`src/include/tfmt_pkg.sv`:
```
package tfmt_pkg;

  localparam int unsigned CODE_W   = 10;
  localparam int unsigned FRAC_W   = 2;
  localparam int unsigned NUM_CH   = 3;
  localparam int unsigned AVG_LOG2 = 4;

  // Register indices; byte address is four times the index
  localparam logic [7:0] IDX_REMOTE1_VAL = 8'h25;
  localparam logic [7:0] IDX_LOCAL_VAL   = 8'h26;
  localparam logic [7:0] IDX_REMOTE2_VAL = 8'h27;
  localparam logic [7:0] IDX_REMOTE1_OFS = 8'h70;
  localparam logic [7:0] IDX_LOCAL_OFS   = 8'h71;
  localparam logic [7:0] IDX_REMOTE2_OFS = 8'h72;
  localparam logic [7:0] IDX_FRACTION    = 8'h77;
  localparam logic [7:0] IDX_CONTROL     = 8'h7D;
  localparam logic [7:0] IDX_STATUS      = 8'h7E;

  // Field positions
  localparam int unsigned FRAC_REMOTE2_LSB = 6;
  localparam int unsigned FRAC_LOCAL_LSB   = 4;
  localparam int unsigned FRAC_REMOTE1_LSB = 2;
  localparam int unsigned CTRL_EXT_BIT     = 0;
  localparam int unsigned CTRL_AVG_OFF_BIT = 1;

  // Reset values
  localparam logic [7:0]        OFFSET_RESET = 8'h00;
  localparam logic [CODE_W-1:0] CODE_RESET   = 10'h000;

  // Channel numbers, in register order
  localparam logic [1:0] CH_REMOTE1 = 2'h0;
  localparam logic [1:0] CH_LOCAL   = 2'h1;
  localparam logic [1:0] CH_REMOTE2 = 2'h2;

  // Coding limits in quarter degrees
  localparam int unsigned       EXT_BIAS_DEGC = 64;
  localparam logic signed [11:0] EXT_BIAS_CODE = 12'(EXT_BIAS_DEGC * 4);
  localparam logic signed [11:0] TWOS_MIN      = 12'shE00;
  localparam logic signed [11:0] TWOS_MAX      = 12'sh1FF;
  localparam logic signed [11:0] EXT_MAX       = 12'sh3FF;

  typedef enum logic [1:0] {TFMT_EXC_BASE, TFMT_EXC_FIRST, TFMT_EXC_SECOND} tfmt_exc_e;

endpackage

```
`src/design/tfmt_averager.sv`:
```
module tfmt_averager #(
  parameter int LOG2_N = tfmt_pkg::AVG_LOG2
) (
  input  wire logic                               pclk,
  input  wire logic                               presetn,
  input  wire logic                               bypass,
  input  wire logic                               restart,
  input  wire logic                               sample_valid,
  input  wire logic signed [tfmt_pkg::CODE_W-1:0] sample,
  output logic                                    avg_valid,
  output logic signed [tfmt_pkg::CODE_W-1:0]      avg
);
  import tfmt_pkg::*;

  if (LOG2_N < 1 || LOG2_N > 8) begin : g_bad
    $error("averager depth out of range");
  end

  localparam int ACC_W = CODE_W + LOG2_N;

  logic [LOG2_N-1:0]       cnt;
  logic signed [ACC_W-1:0] acc;
  logic signed [ACC_W-1:0] next_acc;

  assign next_acc = acc + ACC_W'(sample);

  always_ff @(posedge pclk or negedge presetn) begin
    if (!presetn) begin
      cnt       <= '0;
      acc       <= '0;
      avg_valid <= 1'b0;
      avg       <= '0;
    end else begin
      avg_valid <= 1'b0;
      if (restart) begin
        cnt <= '0;
        acc <= '0;
      end else if (sample_valid) begin
        if (bypass) begin
          avg       <= sample;
          avg_valid <= 1'b1;
        end else if (cnt == '1) begin
          avg       <= CODE_W'(next_acc >>> LOG2_N);
          avg_valid <= 1'b1;
          cnt       <= '0;
          acc       <= '0;
        end else begin
          cnt <= cnt + 1'b1;
          acc <= next_acc;
        end
      end
    end
  end
endmodule

```
`src/design/tfmt_excite_seq.sv`:
```
module tfmt_excite_seq #(
  parameter int FIRST_MULT  = 8,
  parameter int SECOND_MULT = 16,
  parameter int SAMPLE_W    = 12,
  parameter int RES_SHIFT   = 0
) (
  input  wire logic                               pclk,
  input  wire logic                               presetn,
  input  wire logic                               run,
  input  wire logic                               sample_valid,
  input  wire logic signed [SAMPLE_W-1:0]         sample,
  output tfmt_pkg::tfmt_exc_e                     excite_level,
  output logic                                    result_valid,
  output logic signed [tfmt_pkg::CODE_W-1:0]      result
);
  import tfmt_pkg::*;

  if (FIRST_MULT < 2 || SECOND_MULT <= FIRST_MULT || SECOND_MULT > 256 ||
      SAMPLE_W < 10 || SAMPLE_W > 20 || RES_SHIFT < 0 || RES_SHIFT > 16) begin : g_bad
    $error("excitation parameters out of range");
  end

  localparam int D_W = SAMPLE_W + 1;
  localparam int P_W = D_W + 10;
  localparam logic signed [P_W-1:0] WT_FIRST  = P_W'(FIRST_MULT - 1);
  localparam logic signed [P_W-1:0] WT_SECOND = P_W'(SECOND_MULT - 1);

  typedef enum logic [2:0] {SQ_IDLE, SQ_BASE1, SQ_HIGH1, SQ_BASE2, SQ_HIGH2, SQ_CALC} tfmt_seq_e;

  tfmt_seq_e               st;
  logic signed [SAMPLE_W-1:0] base_smp;
  logic signed [D_W-1:0]   diff1;
  logic signed [D_W-1:0]   diff2;
  logic signed [P_W-1:0]   combo;

  // Series resistance term scales with (multiple - 1); weighting cancels it
  assign combo = (P_W'(diff1) * WT_SECOND - P_W'(diff2) * WT_FIRST) >>> RES_SHIFT;

  always_comb begin
    case (st)
      SQ_HIGH1: excite_level = TFMT_EXC_FIRST;
      SQ_HIGH2: excite_level = TFMT_EXC_SECOND;
      default:  excite_level = TFMT_EXC_BASE;
    endcase
  end

  always_ff @(posedge pclk or negedge presetn) begin
    if (!presetn) begin
      st           <= SQ_IDLE;
      base_smp     <= '0;
      diff1        <= '0;
      diff2        <= '0;
      result_valid <= 1'b0;
      result       <= '0;
    end else begin
      result_valid <= 1'b0;
      case (st)
        SQ_IDLE: begin
          if (run && !result_valid) begin
            st <= SQ_BASE1;
          end
        end
        SQ_BASE1: begin
          if (sample_valid) begin
            base_smp <= sample;
            st       <= SQ_HIGH1;
          end
        end
        SQ_HIGH1: begin
          if (sample_valid) begin
            diff1 <= D_W'(sample) - D_W'(base_smp);
            st    <= SQ_BASE2;
          end
        end
        SQ_BASE2: begin
          if (sample_valid) begin
            base_smp <= sample;
            st       <= SQ_HIGH2;
          end
        end
        SQ_HIGH2: begin
          if (sample_valid) begin
            diff2 <= D_W'(sample) - D_W'(base_smp);
            st    <= SQ_CALC;
          end
        end
        SQ_CALC: begin
          result       <= CODE_W'(combo);
          result_valid <= 1'b1;
          st           <= SQ_IDLE;
        end
        default: st <= SQ_IDLE;
      endcase
    end
  end
endmodule

```
`src/design/tfmt_result_formatter.sv`:
```
module tfmt_result_formatter #(
  parameter int ADDR_W      = 12,
  parameter int SAMPLE_W    = 12,
  parameter int FIRST_MULT  = 8,
  parameter int SECOND_MULT = 16,
  parameter int RES_SHIFT   = 0
) (
  input  wire logic                               pclk,
  input  wire logic                               presetn,
  input  wire logic                               psel,
  input  wire logic                               penable,
  input  wire logic                               pwrite,
  input  wire logic [ADDR_W-1:0]                  paddr,
  input  wire logic [31:0]                        pwdata,
  output logic [31:0]                             prdata,
  output logic                                    pready,
  output logic                                    pslverr,
  input  wire logic                               local_valid,
  input  wire logic signed [tfmt_pkg::CODE_W-1:0] local_code,
  input  wire logic                               sample_valid,
  input  wire logic signed [SAMPLE_W-1:0]         sample,
  output tfmt_pkg::tfmt_exc_e                     excite_level,
  output logic                                    remote_sel
);
  import tfmt_pkg::*;

  if (ADDR_W < 11 || ADDR_W > 32) begin : g_bad
    $error("address width out of range");
  end

  logic [1:0]        ch;
  logic              ctrl_ext;
  logic              ctrl_avg_off;
  logic              frozen;
  logic [NUM_CH-1:0] rd_seen;
  logic [7:0]        ofs    [NUM_CH];
  logic [CODE_W-1:0] shadow [NUM_CH];
  logic [CODE_W-1:0] vis    [NUM_CH];

  logic                     seq_valid;
  logic signed [CODE_W-1:0] seq_code;
  logic                     avg_in_valid;
  logic signed [CODE_W-1:0] avg_in;
  logic                     avg_valid;
  logic signed [CODE_W-1:0] avg;
  logic                     ctrl_wr;

  // Bus decode
  logic [7:0]        idx;
  logic              addr_ok;
  logic              setup;
  logic              access;
  logic              rd_hit;
  logic              wr_hit;
  logic [31:0]       rd_word;
  logic [NUM_CH-1:0] val_mask;

  assign idx     = paddr[9:2];
  assign addr_ok = (paddr[1:0] == 2'h0) && (paddr[ADDR_W-1:10] == '0);
  assign setup   = psel && !penable;
  assign access  = psel && penable;
  assign pready  = 1'b1;

  always_comb begin
    rd_word  = 32'h0000_0000;
    rd_hit   = addr_ok;
    wr_hit   = 1'b0;
    val_mask = '0;
    case (idx)
      IDX_REMOTE1_VAL: begin
        rd_word[7:0] = vis[CH_REMOTE1][CODE_W-1:FRAC_W];
        val_mask[CH_REMOTE1] = 1'b1;
      end
      IDX_LOCAL_VAL: begin
        rd_word[7:0] = vis[CH_LOCAL][CODE_W-1:FRAC_W];
        val_mask[CH_LOCAL] = 1'b1;
      end
      IDX_REMOTE2_VAL: begin
        rd_word[7:0] = vis[CH_REMOTE2][CODE_W-1:FRAC_W];
        val_mask[CH_REMOTE2] = 1'b1;
      end
      IDX_FRACTION: begin
        rd_word[FRAC_REMOTE2_LSB +: FRAC_W] = vis[CH_REMOTE2][FRAC_W-1:0];
        rd_word[FRAC_LOCAL_LSB +: FRAC_W]   = vis[CH_LOCAL][FRAC_W-1:0];
        rd_word[FRAC_REMOTE1_LSB +: FRAC_W] = vis[CH_REMOTE1][FRAC_W-1:0];
      end
      IDX_REMOTE1_OFS: begin
        rd_word[7:0] = ofs[CH_REMOTE1];
        wr_hit       = addr_ok;
      end
      IDX_LOCAL_OFS: begin
        rd_word[7:0] = ofs[CH_LOCAL];
        wr_hit       = addr_ok;
      end
      IDX_REMOTE2_OFS: begin
        rd_word[7:0] = ofs[CH_REMOTE2];
        wr_hit       = addr_ok;
      end
      IDX_CONTROL: begin
        rd_word[CTRL_EXT_BIT]     = ctrl_ext;
        rd_word[CTRL_AVG_OFF_BIT] = ctrl_avg_off;
        wr_hit                    = addr_ok;
      end
      IDX_STATUS: begin
        rd_word[1:0] = ch;
        rd_word[2]   = frozen;
      end
      default: rd_hit = 1'b0;
    endcase
    if (!addr_ok) begin
      rd_word = 32'h0000_0000;
    end
  end

  assign pslverr = access && !(pwrite ? wr_hit : rd_hit);
  assign ctrl_wr = access && pwrite && wr_hit && idx == IDX_CONTROL;

  // Read data is captured in the setup cycle and stands through the access
  always_ff @(posedge pclk or negedge presetn) begin
    if (!presetn) begin
      prdata <= 32'h0000_0000;
    end else if (setup) begin
      prdata <= pwrite ? 32'h0000_0000 : rd_word;
    end
  end

  always_ff @(posedge pclk or negedge presetn) begin
    if (!presetn) begin
      ctrl_ext     <= 1'b0;
      ctrl_avg_off <= 1'b0;
    end else if (ctrl_wr) begin
      ctrl_ext     <= pwdata[CTRL_EXT_BIT];
      ctrl_avg_off <= pwdata[CTRL_AVG_OFF_BIT];
    end
  end

  // Freeze on fraction read, release once every value register is read
  logic              rd_access;
  logic [NUM_CH-1:0] next_seen;

  assign rd_access = access && !pwrite && addr_ok;
  assign next_seen = rd_seen | (rd_access ? val_mask : '0);

  always_ff @(posedge pclk or negedge presetn) begin
    if (!presetn) begin
      frozen  <= 1'b0;
      rd_seen <= '0;
    end else if (!frozen) begin
      if (rd_access && idx == IDX_FRACTION) begin
        frozen  <= 1'b1;
        rd_seen <= '0;
      end
    end else if (&next_seen) begin
      frozen  <= 1'b0;
      rd_seen <= '0;
    end else begin
      rd_seen <= next_seen;
    end
  end

  // Channel scan: remote one, local, remote two
  always_ff @(posedge pclk or negedge presetn) begin
    if (!presetn) begin
      ch <= CH_REMOTE1;
    end else if (avg_valid) begin
      ch <= (ch == CH_REMOTE2) ? CH_REMOTE1 : ch + 2'h1;
    end
  end

  assign remote_sel   = (ch == CH_REMOTE2);
  assign avg_in_valid = (ch == CH_LOCAL) ? local_valid : seq_valid;
  assign avg_in       = (ch == CH_LOCAL) ? local_code : seq_code;

  tfmt_excite_seq #(
    .FIRST_MULT  (FIRST_MULT),
    .SECOND_MULT (SECOND_MULT),
    .SAMPLE_W    (SAMPLE_W),
    .RES_SHIFT   (RES_SHIFT)
  ) u_seq (
    .pclk         (pclk),
    .presetn      (presetn),
    .run          ((ch != CH_LOCAL) && !avg_valid),
    .sample_valid (sample_valid),
    .sample       (sample),
    .excite_level (excite_level),
    .result_valid (seq_valid),
    .result       (seq_code)
  );

  tfmt_averager #(
    .LOG2_N (AVG_LOG2)
  ) u_avg (
    .pclk         (pclk),
    .presetn      (presetn),
    .bypass       (ctrl_avg_off),
    .restart      (ctrl_wr),
    .sample_valid (avg_in_valid),
    .sample       (avg_in),
    .avg_valid    (avg_valid),
    .avg          (avg)
  );

  // Offset in half degrees becomes quarter-degree steps
  logic [7:0]         ofs_cur;
  logic signed [11:0] adj;
  logic signed [11:0] ext_val;
  logic [CODE_W-1:0]  next_code;

  assign ofs_cur = ofs[ch];
  assign adj     = {{2{avg[CODE_W-1]}}, avg} + {{3{ofs_cur[7]}}, ofs_cur, 1'b0};
  assign ext_val = adj + EXT_BIAS_CODE;

  always_comb begin
    if (ctrl_ext) begin
      if (ext_val < 0) begin
        next_code = CODE_RESET;
      end else if (ext_val > EXT_MAX) begin
        next_code = EXT_MAX[CODE_W-1:0];
      end else begin
        next_code = ext_val[CODE_W-1:0];
      end
    end else begin
      if (adj < TWOS_MIN) begin
        next_code = TWOS_MIN[CODE_W-1:0];
      end else if (adj > TWOS_MAX) begin
        next_code = TWOS_MAX[CODE_W-1:0];
      end else begin
        next_code = adj[CODE_W-1:0];
      end
    end
  end

  for (genvar c = 0; c < NUM_CH; c++) begin : g_ch
    always_ff @(posedge pclk or negedge presetn) begin
      if (!presetn) begin
        ofs[c] <= OFFSET_RESET;
      end else if (access && pwrite && wr_hit && idx == IDX_REMOTE1_OFS + 8'(c)) begin
        ofs[c] <= pwdata[7:0];
      end
    end

    always_ff @(posedge pclk or negedge presetn) begin
      if (!presetn) begin
        shadow[c] <= CODE_RESET;
      end else if (avg_valid && ch == 2'(c)) begin
        shadow[c] <= next_code;
      end
    end

    // Whole 10-bit word moves at once; held while frozen or bus selected
    always_ff @(posedge pclk or negedge presetn) begin
      if (!presetn) begin
        vis[c] <= CODE_RESET;
      end else if (!frozen && !psel) begin
        vis[c] <= shadow[c];
      end
    end
  end
endmodule

```
`config.mk`:
```
export PLATFORM = sky130hd
export DESIGN_NAME = tfmt_result_formatter
export DESIGN_NICKNAME = d
export VERILOG_FILES = /design/src/include/tfmt_pkg.sv /design/src/design/tfmt_averager.sv /design/src/design/tfmt_excite_seq.sv /design/src/design/tfmt_result_formatter.sv
export SDC_FILE = /design/constraint.sdc
export NUM_CORES = 1
export LEC_CHECK = 0
export BUFFER_PORTS_ARGS = -buffer_cell sky130_fd_sc_hd__buf_2
export CORE_MARGIN = 2
export CORE_UTILIZATION = 40
export CTS_BUF_LIST = sky130_fd_sc_hd__clkbuf_8
export DETAILED_ROUTE_END_ITERATION = 8
export GPL_TIMING_DRIVEN = 1
export PLACE_DENSITY_LB_ADDON = 0.2
export SYNTH_ARGS = -nofsm -noshare
export SYNTH_HDL_FRONTEND = slang
export SYNTH_HIERARCHICAL = 1
export SYNTH_SLANG_ARGS = --single-unit
```
`constraint.sdc`:
```
create_clock -name pclk -period 4.12 [get_ports pclk]
set_input_delay 1.236 -clock pclk [delete_from_list [all_inputs] [get_ports pclk]]
set_output_delay 1.236 -clock pclk [all_outputs]
set_load 0.03 [all_outputs]
```
## After elaboration in Yosys (flattened, before gate mapping)

Cells that the tools add are included.

- Bits in registers: 205
- Latch bits: 0
- Memory bits (writable): 0
- Memory bits (read-only): 0
- Bits of input ports: 73
- Output and inout port bits: 37
- Logic and storage cells: 160
- Memories kept: 0

- $add $sub $neg: 7
- Multiply operators: 2
- Divide/modulo/power cells: 0
- Order comparisons: 5
- Equal/unequal tests: 24
- Shifts and indexed selects: 0
- Multiplexer cells: 51
- Bitwise gates (word level): 3
- Reductions and logical operators: 43

Operators with widths:

| operator | number |
|---|---|
| $mux W10 | 8 |
| $mux W14 | 4 |
| $eq A8 B7 Y1 const B | 6 |
| $pmux W5 S7 | 1 |
| $mux W32 | 1 |
| $mux W3 | 9 |
| $eq A8 B6 Y1 const B | 3 |
| $mux W8 | 3 |
| $logic_and A1 B1 Y1 | 19 |
| $bmux W8 S2 | 1 |
| $mux W4 | 4 |
| $pmux W2 S8 | 1 |
| $mux W1 | 15 |
| $pmux W3 S5 | 1 |
| $add A14 B10 Y14 | 1 |
| $mul A13 B4 Y10 const B | 1 |
| $mul A13 B5 Y10 const B | 1 |
| $sub A12 B12 Y13 | 1 |
| $add A11 B10 Y12 const B | 1 |
| $gt A12 B11 Y1 const B | 1 |
| $lt A12 B1 Y1 const B | 1 |
| $add A10 B9 Y11 | 1 |
| $gt A11 B10 Y1 const B | 1 |
| $lt A11 B10 Y1 const B | 1 |
| 28 further kinds | 49 |

## Logic depth before layout (Yosys ltp)

Gate-level depths: netlist (run 1).

- Word-level depth: 10
- Depth in mapped cells: 18
- Depth with buffers taken out: 16

## Cells and area by module

The synthesis (run 1) kept the hierarchy.

Modules (own cells, without submodules):

| module | instances | cells each | area an instance (µm²) | sequential area each (µm²) |
|---|---|---|---|---|
| tfmt_result_formatter | 1 | 530 | 5617.9 | 2502.4 |
| tfmt_excite_seq | 1 | 380 | 3736.1 | 1101.1 |
| tfmt_averager | 1 | 203 | 1860.5 | 725.7 |

## Worst setup path before layout (run 1)

OpenSTA, ideal clock, no wires.

- Path type: register to register
- Start: register u_seq.diff1[3]
- End: register u_seq/result[8] in the netlist's numbering
- Library setup time: 146 ps
- Arrival time: 3998 ps
- Setup slack: -24 ps
- Stages on the path, launching flop included: 13
- Buffers on the path: 0
- Clock period less this slack: 4144 ps
- Cell sequence: dfrtp_1 fa_1 fa_1 fa_1 fa_1 inv_1 fa_1 inv_1 ha_1 a21o_1 a31oi_1 mux2i_1 o311ai_0

- Cells in the longest elaborated chain, start to end: 2

Ends and longest elaborated chain:

| element | line | text |
|---|---|---|
| from (decl) | tfmt_excite_seq.sv:32 | `logic signed [D_W-1:0] diff1;` |
| from (signal assigned) | tfmt_excite_seq.sv:71 | `diff1 <= D_W'(sample) - D_W'(base_smp);` |
| $mul A13 B5 Y10 | tfmt_excite_seq.sv:37 | `assign combo = (P_W'(diff1) * WT_SECOND - P_W'(diff2) * WT_FIRST) >>> RES_SHIFT;` |
| $sub A10 B10 Y10 | tfmt_excite_seq.sv:37 |  |
| to (signal assigned) | tfmt_excite_seq.sv:88 | `result <= CODE_W'(combo);` |
| to (decl) | tfmt_excite_seq.sv:14 | `output logic signed [tfmt_pkg::CODE_W-1:0] result` |

Every way passes these cells.
A chain may end at the register's enable or synchronous reset.

## Worst setup path in the final report (run 1)

- Start: register u_seq.diff1[1]
- End: register u_seq/result[9] in the netlist's numbering

The elaborated chain is that of the path after synthesis.

==> flow_summary.rst, run 1 <==
.. list-table::
   :header-rows: 1

   * - Metric
     - Value
   * - Maximum buffer depth of the clock tree
     - 2
   * - Remaining antenna violation count after routing
     - 0
   * - Worst Hold Class
     - reg -> reg
   * - I/O Buffers
     - 58
   * - Fin nets
     - 1367
   * - Buf/Inv on CP
     - 2
   * - Final Setup Violations
     - 0
   * - Share of final-layout standard cells stronger than drive strength 1
     - 0.237
   * - Data required time of the critical path
     - 4440 ps
   * - Final period util
     - 0.983
   * - Vias in the first global route
     - 8236
   * - Clock buffers created by TritonCTS
     - 17
   * - Initial antenna violation count
     - 0
   * - Simple-gate portion of the synthesized area
     - 0.131
   * - Syn_area_per_cell
     - 10.1 sq um
   * - DRC violation count after routing
     - 0
   * - Cell at the slowest stage of the critical path
     - sky130_fd_sc_hd__fa_1
   * - Maximum Capacitance Violations
     - 0
   * - GRT Overall Usage
     - 0.182
   * - Main combinational cell family by area after synthesis
     - compound AO/OA/AOI/OAI gates
   * - Number of distinct standard cells referenced by the synthesized netlist
     - 83
   * - First-pass GRT wire length
     - 42300 um
   * - CTS clock-pin slew for the worst setup and hold paths
     - 100 ps
   * - Flip-flop cell with the highest count after synthesis
     - sky130_fd_sc_hd__dfrtp_1
   * - DIE WIDTH
     - 171 um
   * - Crit path largest cell delay
     - 550 ps
   * - Arrival time at the worst endpoint
     - 4370 ps
   * - Placement Setup Slack
     - -145 ps
   * - Fin Hold WS
     - 481 ps
   * - Starting density of the core
     - 0.405
   * - Final Max Tran Viols
     - 0
   * - Number of instances in the synthesized netlist
     - 1113
   * - Count of cells along the worst register-to-register path
     - 13
   * - Final hold violation count
     - 0
   * - Critical path's most frequent cell
     - sky130_fd_sc_hd__fa_1
   * - Clock insertion delay at the later pin of the skew report
     - 470 ps
   * - CP Max Fanout
     - 3
   * - Core region area
     - 27700 sq um
   * - Critical path start-end classification
     - reg -> reg
   * - Average vias per placed instance
     - 5.17
   * - Global route total overflow
     - 0
   * - Slack of the critical path
     - 70.9 ps
   * - Outcome
     - complete, no violations
   * - Most frequent standard cell in the layout excluding fill and tap cells
     - sky130_fd_sc_hd__dfrtp_1
   * - Fraction of the mapped netlist area in compound gates
     - 0.148
   * - Syn-to-layout area delta
     - 12.9%
   * - Routed wirelength normalized by instance count
     - 15.8 um
   * - Cell chosen for the clock root
     - sky130_fd_sc_hd__clkbuf_8
   * - # H-tree levels
     - 4
   * - Clock tree from TritonCTS
     - done
   * - Kind of cell adding the most delay to the critical path
     - adder cells
   * - Vias after detailed routing
     - 8203
   * - Height of the die
     - 171 um
   * - Num Clock Sinks
     - 173
   * - Transition at the pin with the smallest max-transition slack
     - 1220 ps
   * - Number of flops mapped to enable cells by yosys
     - 0
   * - Total length of routed wires
     - 25100 um
   * - Number of design-rule violations left by the first detailed-router iteration
     - 459
   * - Top Layer Used
     - met4
   * - Worst setup SP type
     - flip-flop
   * - Synthesized-area fraction occupied by xor and xnor cells
     - 0.0320
   * - Top-level port count
     - 110
   * - Launch instance of the worst register-to-register path
     - u_seq/diff1[1]$_DFFE_PN0P_
   * - Number of synthesized register bits
     - 173
   * - Worst Hold Depth
     - 2
   * - Detailed route wirelength on metal2
     - 12000 um
   * - Area of the mapped netlist
     - 11200 sq um
   * - Adder and majority gate portion of the synthesized area
     - 0.132
   * - GP Congestion
     - 0.791
   * - Multiplexer share of the synthesized area
     - 0.107
   * - Worst Setup End Kind
     - flip-flop
   * - Antenna diode count
     - 0
   * - Hold path startpoint
     - u_seq/result[1]$_DFFE_PN0P_
   * - Sequential area share after synthesis
     - 0.386
   * - M1 wire length
     - 11900 um
   * - Pin count of the biggest net entering global routing
     - 70
   * - Detailed-placement wirelength estimate
     - 18700 um
   * - Most frequent cells in the layout
     - 167 x sky130_fd_sc_hd__dfrtp_1, 101 x sky130_fd_sc_hd__nand2_1, 83 x sky130_fd_sc_hd__mux2_2
   * - End of the worst register-to-register path
     - u_seq/result[9]$_DFFE_PN0P_
   * - Clk_skew
     - 21.0 ps
   * - Slew headroom
     - 0.184
   * - RSZ-0062 raised after global routing
     - yes
   * - Total met3 wirelength after detailed routing
     - 914 um
   * - Register-to-register setup slack
     - 70 ps
   * - Cell-by-cell trace of the critical path
     - fa_1 -> inv_2 -> fa_1 -> fa_1 -> fa_1 -> inv_2 -> fa_1 -> ha_4 -> a21oi_4 -> a21oi_4 -> o21ai_2 -> xnor2_1 -> o21ai_1
   * - Hold endpoint
     - u_seq/result[1]$_DFFE_PN0P_
   * - Standard-cell rows
     - 61
   * - Achievable clock frequency
     - 0.247 GHz
   * - Die area
     - 29400 sq um
   * - Async S/R FF share, synth
     - 1.00
   * - Number of warnings reported in the yosys synthesis log
     - 6
   * - Number of iterations in the first detailed-routing pass
     - 5
   * - Fin crit period
     - 4050 ps
[sequential cells by signal, summed over array words and instances, names as in the netlist, 4 cells and up]
name            cells
prdata              8
u_seq/base_smp     10
u_seq/diff2        10
u_avg/avg          10
u_seq/diff1        10
u_avg/cnt           4
vis                30
ofs                24
shadow             30
u_seq/result       10
u_avg/acc          14
[per-layer routing]
layer,vias to the layer above,GRT usage
met5,-,0
met1,3975,0.244
met4,0,0.0442
li1,4048,-
met3,24,0.0281
met2,156,0.307
[what timing repair did]
action                                  CTS  global route
hold buffers                              0             0
gates resized for setup                  14            19
buffers inserted                          4             3
endpoints found under the setup margin    5            30
pin swaps                                30            23
[how the worst max path moves through the flow]
stage | startpoint | end | slack [ps] | depth (start not counted)
2_1_floorplan | u_seq/diff1[1]$_DFFE_PN0P_ | u_seq/result[8]$_DFFE_PN0P_ | 30 | 13
3_3_place_gp | u_seq/diff1[1]$_DFFE_PN0P_ | u_seq/result[8]$_DFFE_PN0P_ | -170 | 13
3_5_place_dp | u_seq/diff1[2]$_DFFE_PN0P_ | u_seq/result[8]$_DFFE_PN0P_ | -140 | 13
4_1_cts | u_seq/diff1[1]$_DFFE_PN0P_ | u_seq/result[8]$_DFFE_PN0P_ | -30 | 13
5_1_grt | u_seq/diff1[3]$_DFFE_PN0P_ | u_seq/result[8]$_DFFE_PN0P_ | -110 | 12
6_report | u_seq/diff1[1]$_DFFE_PN0P_ | u_seq/result[9]$_DFFE_PN0P_ | 70 | 13
[synth_stat cells, types with 6 or more instances]
cell type,n,area [sq um]
sky130_fd_sc_hd__o31ai_1,12,90.1
sky130_fd_sc_hd__nand3_1,25,125
sky130_fd_sc_hd__clkbuf_1,23,86.3
sky130_fd_sc_hd__nand4_1,6,37.5
sky130_fd_sc_hd__buf_4,28,210
sky130_fd_sc_hd__xnor2_1,24,210
sky130_fd_sc_hd__mux2i_1,17,170
sky130_fd_sc_hd__a31oi_1,32,200
sky130_fd_sc_hd__fa_1,35,701
sky130_fd_sc_hd__nor2_1,67,251
sky130_fd_sc_hd__o21ai_0,60,300
sky130_fd_sc_hd__ha_1,62,776
sky130_fd_sc_hd__nand2b_1,15,93.8
sky130_fd_sc_hd__buf_1,8,30.0
sky130_fd_sc_hd__buf_2,7,35.0
sky130_fd_sc_hd__and3_1,10,62.6
sky130_fd_sc_hd__inv_1,85,319
sky130_fd_sc_hd__nor2b_1,10,62.6
sky130_fd_sc_hd__a21oi_1,33,165
sky130_fd_sc_hd__a21o_1,7,52.6
sky130_fd_sc_hd__o21bai_1,7,52.6
sky130_fd_sc_hd__a211o_1,7,61.3
sky130_fd_sc_hd__mux2_2,83,935
sky130_fd_sc_hd__o21a_1,7,52.6
sky130_fd_sc_hd__a22o_1,18,158
sky130_fd_sc_hd__dfrtp_1,173,4330
sky130_fd_sc_hd__nand2_1,101,379
sky130_fd_sc_hd__a22oi_1,9,67.6
sky130_fd_sc_hd__a221o_1,7,70.1
sky130_fd_sc_hd__mux2_4,6,90.1
sky130_fd_sc_hd__xor2_1,17,149
sky130_fd_sc_hd__nor3_1,16,80.1
[final cells by class]
class	instances	area [sq um]
Clock buffer	17	234
Clock inverter	15	204
Fill cell	2697	15000
Inverter	85	319
Multi-Input combinational cell	808	6380
Sequential cell	173	4340
Tap cell	378	473
Timing Repair Buffer	112	714
[cells by family after synthesis]
kind of cell / Yosys count
simple gates: 293
compound gates: 246
flops: 173
buf+inv: 155
mux: 106
fa+ha+maj: 97
xor+xnor: 41
other cells: 2
[metrics by stage]
step / utilization / cell area, sq um / setup TNS [ps] / instances
4_1_cts: 0.454 / 12600 / -34.2 / 1585
3_5_place_dp: 0.435 / 12100 / -373 / 1549
5_1_grt: 0.457 / 12700 / -312 / 1588
2_1_floorplan: - / 11300 / 0 / 1136
3_3_place_gp: 0.435 / 12100 / -457 / 1549
6_report: 0.457 / 12700 / 0 / 1588
[worst register-to-register path: stages (launching register included)]
cell and delay (ps):
sky130_fd_sc_hd__dfrtp_2 450, sky130_fd_sc_hd__fa_1 550, sky130_fd_sc_hd__inv_2 40, sky130_fd_sc_hd__fa_1 500, sky130_fd_sc_hd__fa_1 440, sky130_fd_sc_hd__fa_1 520, sky130_fd_sc_hd__inv_2 50, sky130_fd_sc_hd__fa_1 540
sky130_fd_sc_hd__ha_4 220, sky130_fd_sc_hd__a21oi_4 160, sky130_fd_sc_hd__a21oi_4 90, sky130_fd_sc_hd__o21ai_2 150, sky130_fd_sc_hd__xnor2_1 130, sky130_fd_sc_hd__o21ai_1 70
Power of run 1 is left out: the tool's default activity adds up to more than one toggle a clock period on the data nets, which glitch-free logic cannot reach.
==> run 2: changes to the inputs <==
Settings changed: PLACE_DENSITY_LB_ADDON 0.2 to unset.
==> flow_summary.rst, run 2 (synthesis results as in run 1) <==
.. list-table::
   :header-rows: 1

   * - Metric
     - Value
   * - Total length of routed wires
     - 24800 um
   * - Routed wirelength normalized by instance count
     - 15.6 um
   * - Clock tree from TritonCTS
     - done
   * - # H-tree levels
     - 4
   * - Post-route cell area
     - 12700 sq um
   * - End of the worst register-to-register path
     - u_seq/result[9]$_DFFE_PN0P_
   * - Most frequent standard cell in the layout excluding fill and tap cells
     - sky130_fd_sc_hd__dfrtp_1
   * - M1 wire length
     - 11900 um
   * - Clock buffers created by TritonCTS
     - 17
   * - Maximum Capacitance Violations
     - 0
   * - Achievable clock frequency
     - 0.245 GHz
   * - Number of iterations in the first detailed-routing pass
     - 5
   * - DIE WIDTH
     - 171 um
   * - Register-to-register setup slack
     - 30 ps
   * - Die area
     - 29400 sq um
   * - Data required time of the critical path
     - 4450 ps
   * - Critical path's most frequent cell
     - sky130_fd_sc_hd__fa_1
   * - Transition at the pin with the smallest max-transition slack
     - 1160 ps
   * - Final period util
     - 0.992
   * - Fin util
     - 0.460
   * - Top-level port count
     - 110
   * - Clock insertion delay at the later pin of the skew report
     - 480 ps
   * - Launch instance of the worst register-to-register path
     - u_seq/diff1[1]$_DFFE_PN0P_
   * - Cell chosen for the clock root
     - sky130_fd_sc_hd__clkbuf_8
   * - CP Max Fanout
     - 4
   * - Crit path largest cell delay
     - 610 ps
   * - Height of the die
     - 171 um
   * - Fin crit period
     - 4090 ps
   * - Worst Hold Class
     - reg -> reg
   * - Total met3 wirelength after detailed routing
     - 609 um
   * - First-pass GRT wire length
     - 41400 um
   * - DRC violation count after routing
     - 0
   * - Biggest registers after layout
     - shadow x30, vis x30, ofs x24
   * - Vias after detailed routing
     - 8275
   * - RSZ-0062 raised after global routing
     - yes
   * - GRT Overall Usage
     - 0.178
   * - Slew headroom
     - 0.222
   * - Buf/Inv on CP
     - 2
   * - CTS clock-pin slew for the worst setup and hold paths
     - 100 ps
   * - Worst Setup End Kind
     - flip-flop
   * - I/O Buffers
     - 58
   * - Initial antenna violation count
     - 0
   * - Core region area
     - 27700 sq um
   * - Count of cells along the worst register-to-register path
     - 14
   * - Starting density of the core
     - 0.405
   * - Non-Filler Instances
     - 1591
   * - Kind of cell adding the most delay to the critical path
     - adder cells
   * - Instance area at placement
     - 12100 sq um
   * - Clk_skew
     - 30.5 ps
   * - Cell at the slowest stage of the critical path
     - sky130_fd_sc_hd__fa_1
   * - Maximum buffer depth of the clock tree
     - 2
   * - Syn-to-layout area delta
     - 13.7%
   * - Global route total overflow
     - 0
   * - Detailed-placement wirelength estimate
     - 18500 um
   * - Share of final-layout standard cells stronger than drive strength 1
     - 0.241
   * - Worst Hold Depth
     - 2
   * - GP Congestion
     - 0.806
   * - Worst setup SP type
     - flip-flop
   * - Hold endpoint
     - shadow[19]$_DFFE_PN0P_
   * - Critical path start-end classification
     - reg -> reg
   * - Cell count after placement
     - 1554
   * - Remaining antenna violation count after routing
     - 0
   * - Final hold violation count
     - 0
   * - Cell-by-cell trace of the critical path
     - fa_1 -> fa_1 -> inv_1 -> ha_1 -> inv_1 -> fa_1 -> fa_1 -> ha_4 -> a21o_1 -> a21oi_4 -> a21oi_4 -> o21ai_4 -> xnor2_2 -> o21ai_1
   * - Standard-cell rows
     - 61
   * - Arrival time at the worst endpoint
     - 4410 ps
   * - Vias in the first global route
     - 8260
   * - Final Max Tran Viols
     - 0
   * - Fin nets
     - 1370
   * - Antenna diode count
     - 0
   * - Final Setup Violations
     - 0
   * - Average vias per placed instance
     - 5.20
   * - Outcome
     - complete, no violations
   * - Detailed route wirelength on metal2
     - 12000 um
   * - Most frequent cells in the layout
     - 167 x sky130_fd_sc_hd__dfrtp_1, 101 x sky130_fd_sc_hd__nand2_1, 83 x sky130_fd_sc_hd__mux2_2
   * - Top Layer Used
     - met4
   * - Hold-fix buffers at CTS
     - 0
   * - Num Clock Sinks
     - 173
   * - Number of design-rule violations left by the first detailed-router iteration
     - 485
   * - Hold path startpoint
     - shadow[19]$_DFFE_PN0P_
   * - Pin count of the biggest net entering global routing
     - 68
==> run 2: layout make-up <==
type	instances	area (sq um)
clock buffer	17	234
clock inverter	15	213
fill	2606	15000
inverter	85	322
multi-input combinational	808	6410
sequential	173	4340
tap	378	473
timing repair buffer	115	761
==> run 2: worst max-delay path by stage <==
stage,startpoint,depth (start not counted),end
floorplan,u_seq/diff1[1]$_DFFE_PN0P_,13,u_seq/result[8]$_DFFE_PN0P_
global placement,u_seq/diff1[1]$_DFFE_PN0P_,13,u_seq/result[8]$_DFFE_PN0P_
detailed placement,u_seq/diff1[1]$_DFFE_PN0P_,13,u_seq/result[8]$_DFFE_PN0P_
CTS,u_seq/diff1[1]$_DFFE_PN0P_,13,u_seq/result[8]$_DFFE_PN0P_
global route,u_seq/diff1[3]$_DFFE_PN0P_,12,u_seq/result[9]$_DFFE_PN0P_
finish,u_seq/diff1[1]$_DFFE_PN0P_,14,u_seq/result[9]$_DFFE_PN0P_
==> run 2: layer usage <==
| layer | vias up | global-route usage |
|---|---|---|
| met5 | - | 0 |
| met4 | 0 | 0.0479 |
| met3 | 21 | 0.0228 |
| met2 | 131 | 0.299 |
| met1 | 4076 | 0.242 |
| li1 | 4047 | - |
==> run 2: stage by stage <==
step	hold slack (ps)	TNS, ps	setup slack [ps]
floorplan	442	0	27.5
global placement	467	-408	-159
detailed placement	468	-417	-168
CTS	496	-82.1	-43.4
global route	524	-310	-87.3
finish	491	0	34.7
==> run 2: worst register-to-register path, cell delays in order (launching register included) <==
cell and delay (ps):
sky130_fd_sc_hd__dfrtp_2 460, sky130_fd_sc_hd__fa_1 500, sky130_fd_sc_hd__fa_1 500, sky130_fd_sc_hd__inv_1 50, sky130_fd_sc_hd__ha_1 270, sky130_fd_sc_hd__inv_1 50, sky130_fd_sc_hd__fa_1 470, sky130_fd_sc_hd__fa_1 610
sky130_fd_sc_hd__ha_4 220, sky130_fd_sc_hd__a21o_1 180, sky130_fd_sc_hd__a21oi_4 190, sky130_fd_sc_hd__a21oi_4 90, sky130_fd_sc_hd__o21ai_4 180, sky130_fd_sc_hd__xnor2_2 120, sky130_fd_sc_hd__o21ai_1 70
==> run 2: timing repair <==
| item | CTS | global route |
|---|---|---|
| pin swaps | 33 | 24 |
| setup endpoints to repair | 5 | 6 |
| resized for setup | 17 | 23 |
| buffers inserted | 5 | 0 |
Power of run 2 is left out for the same reason.
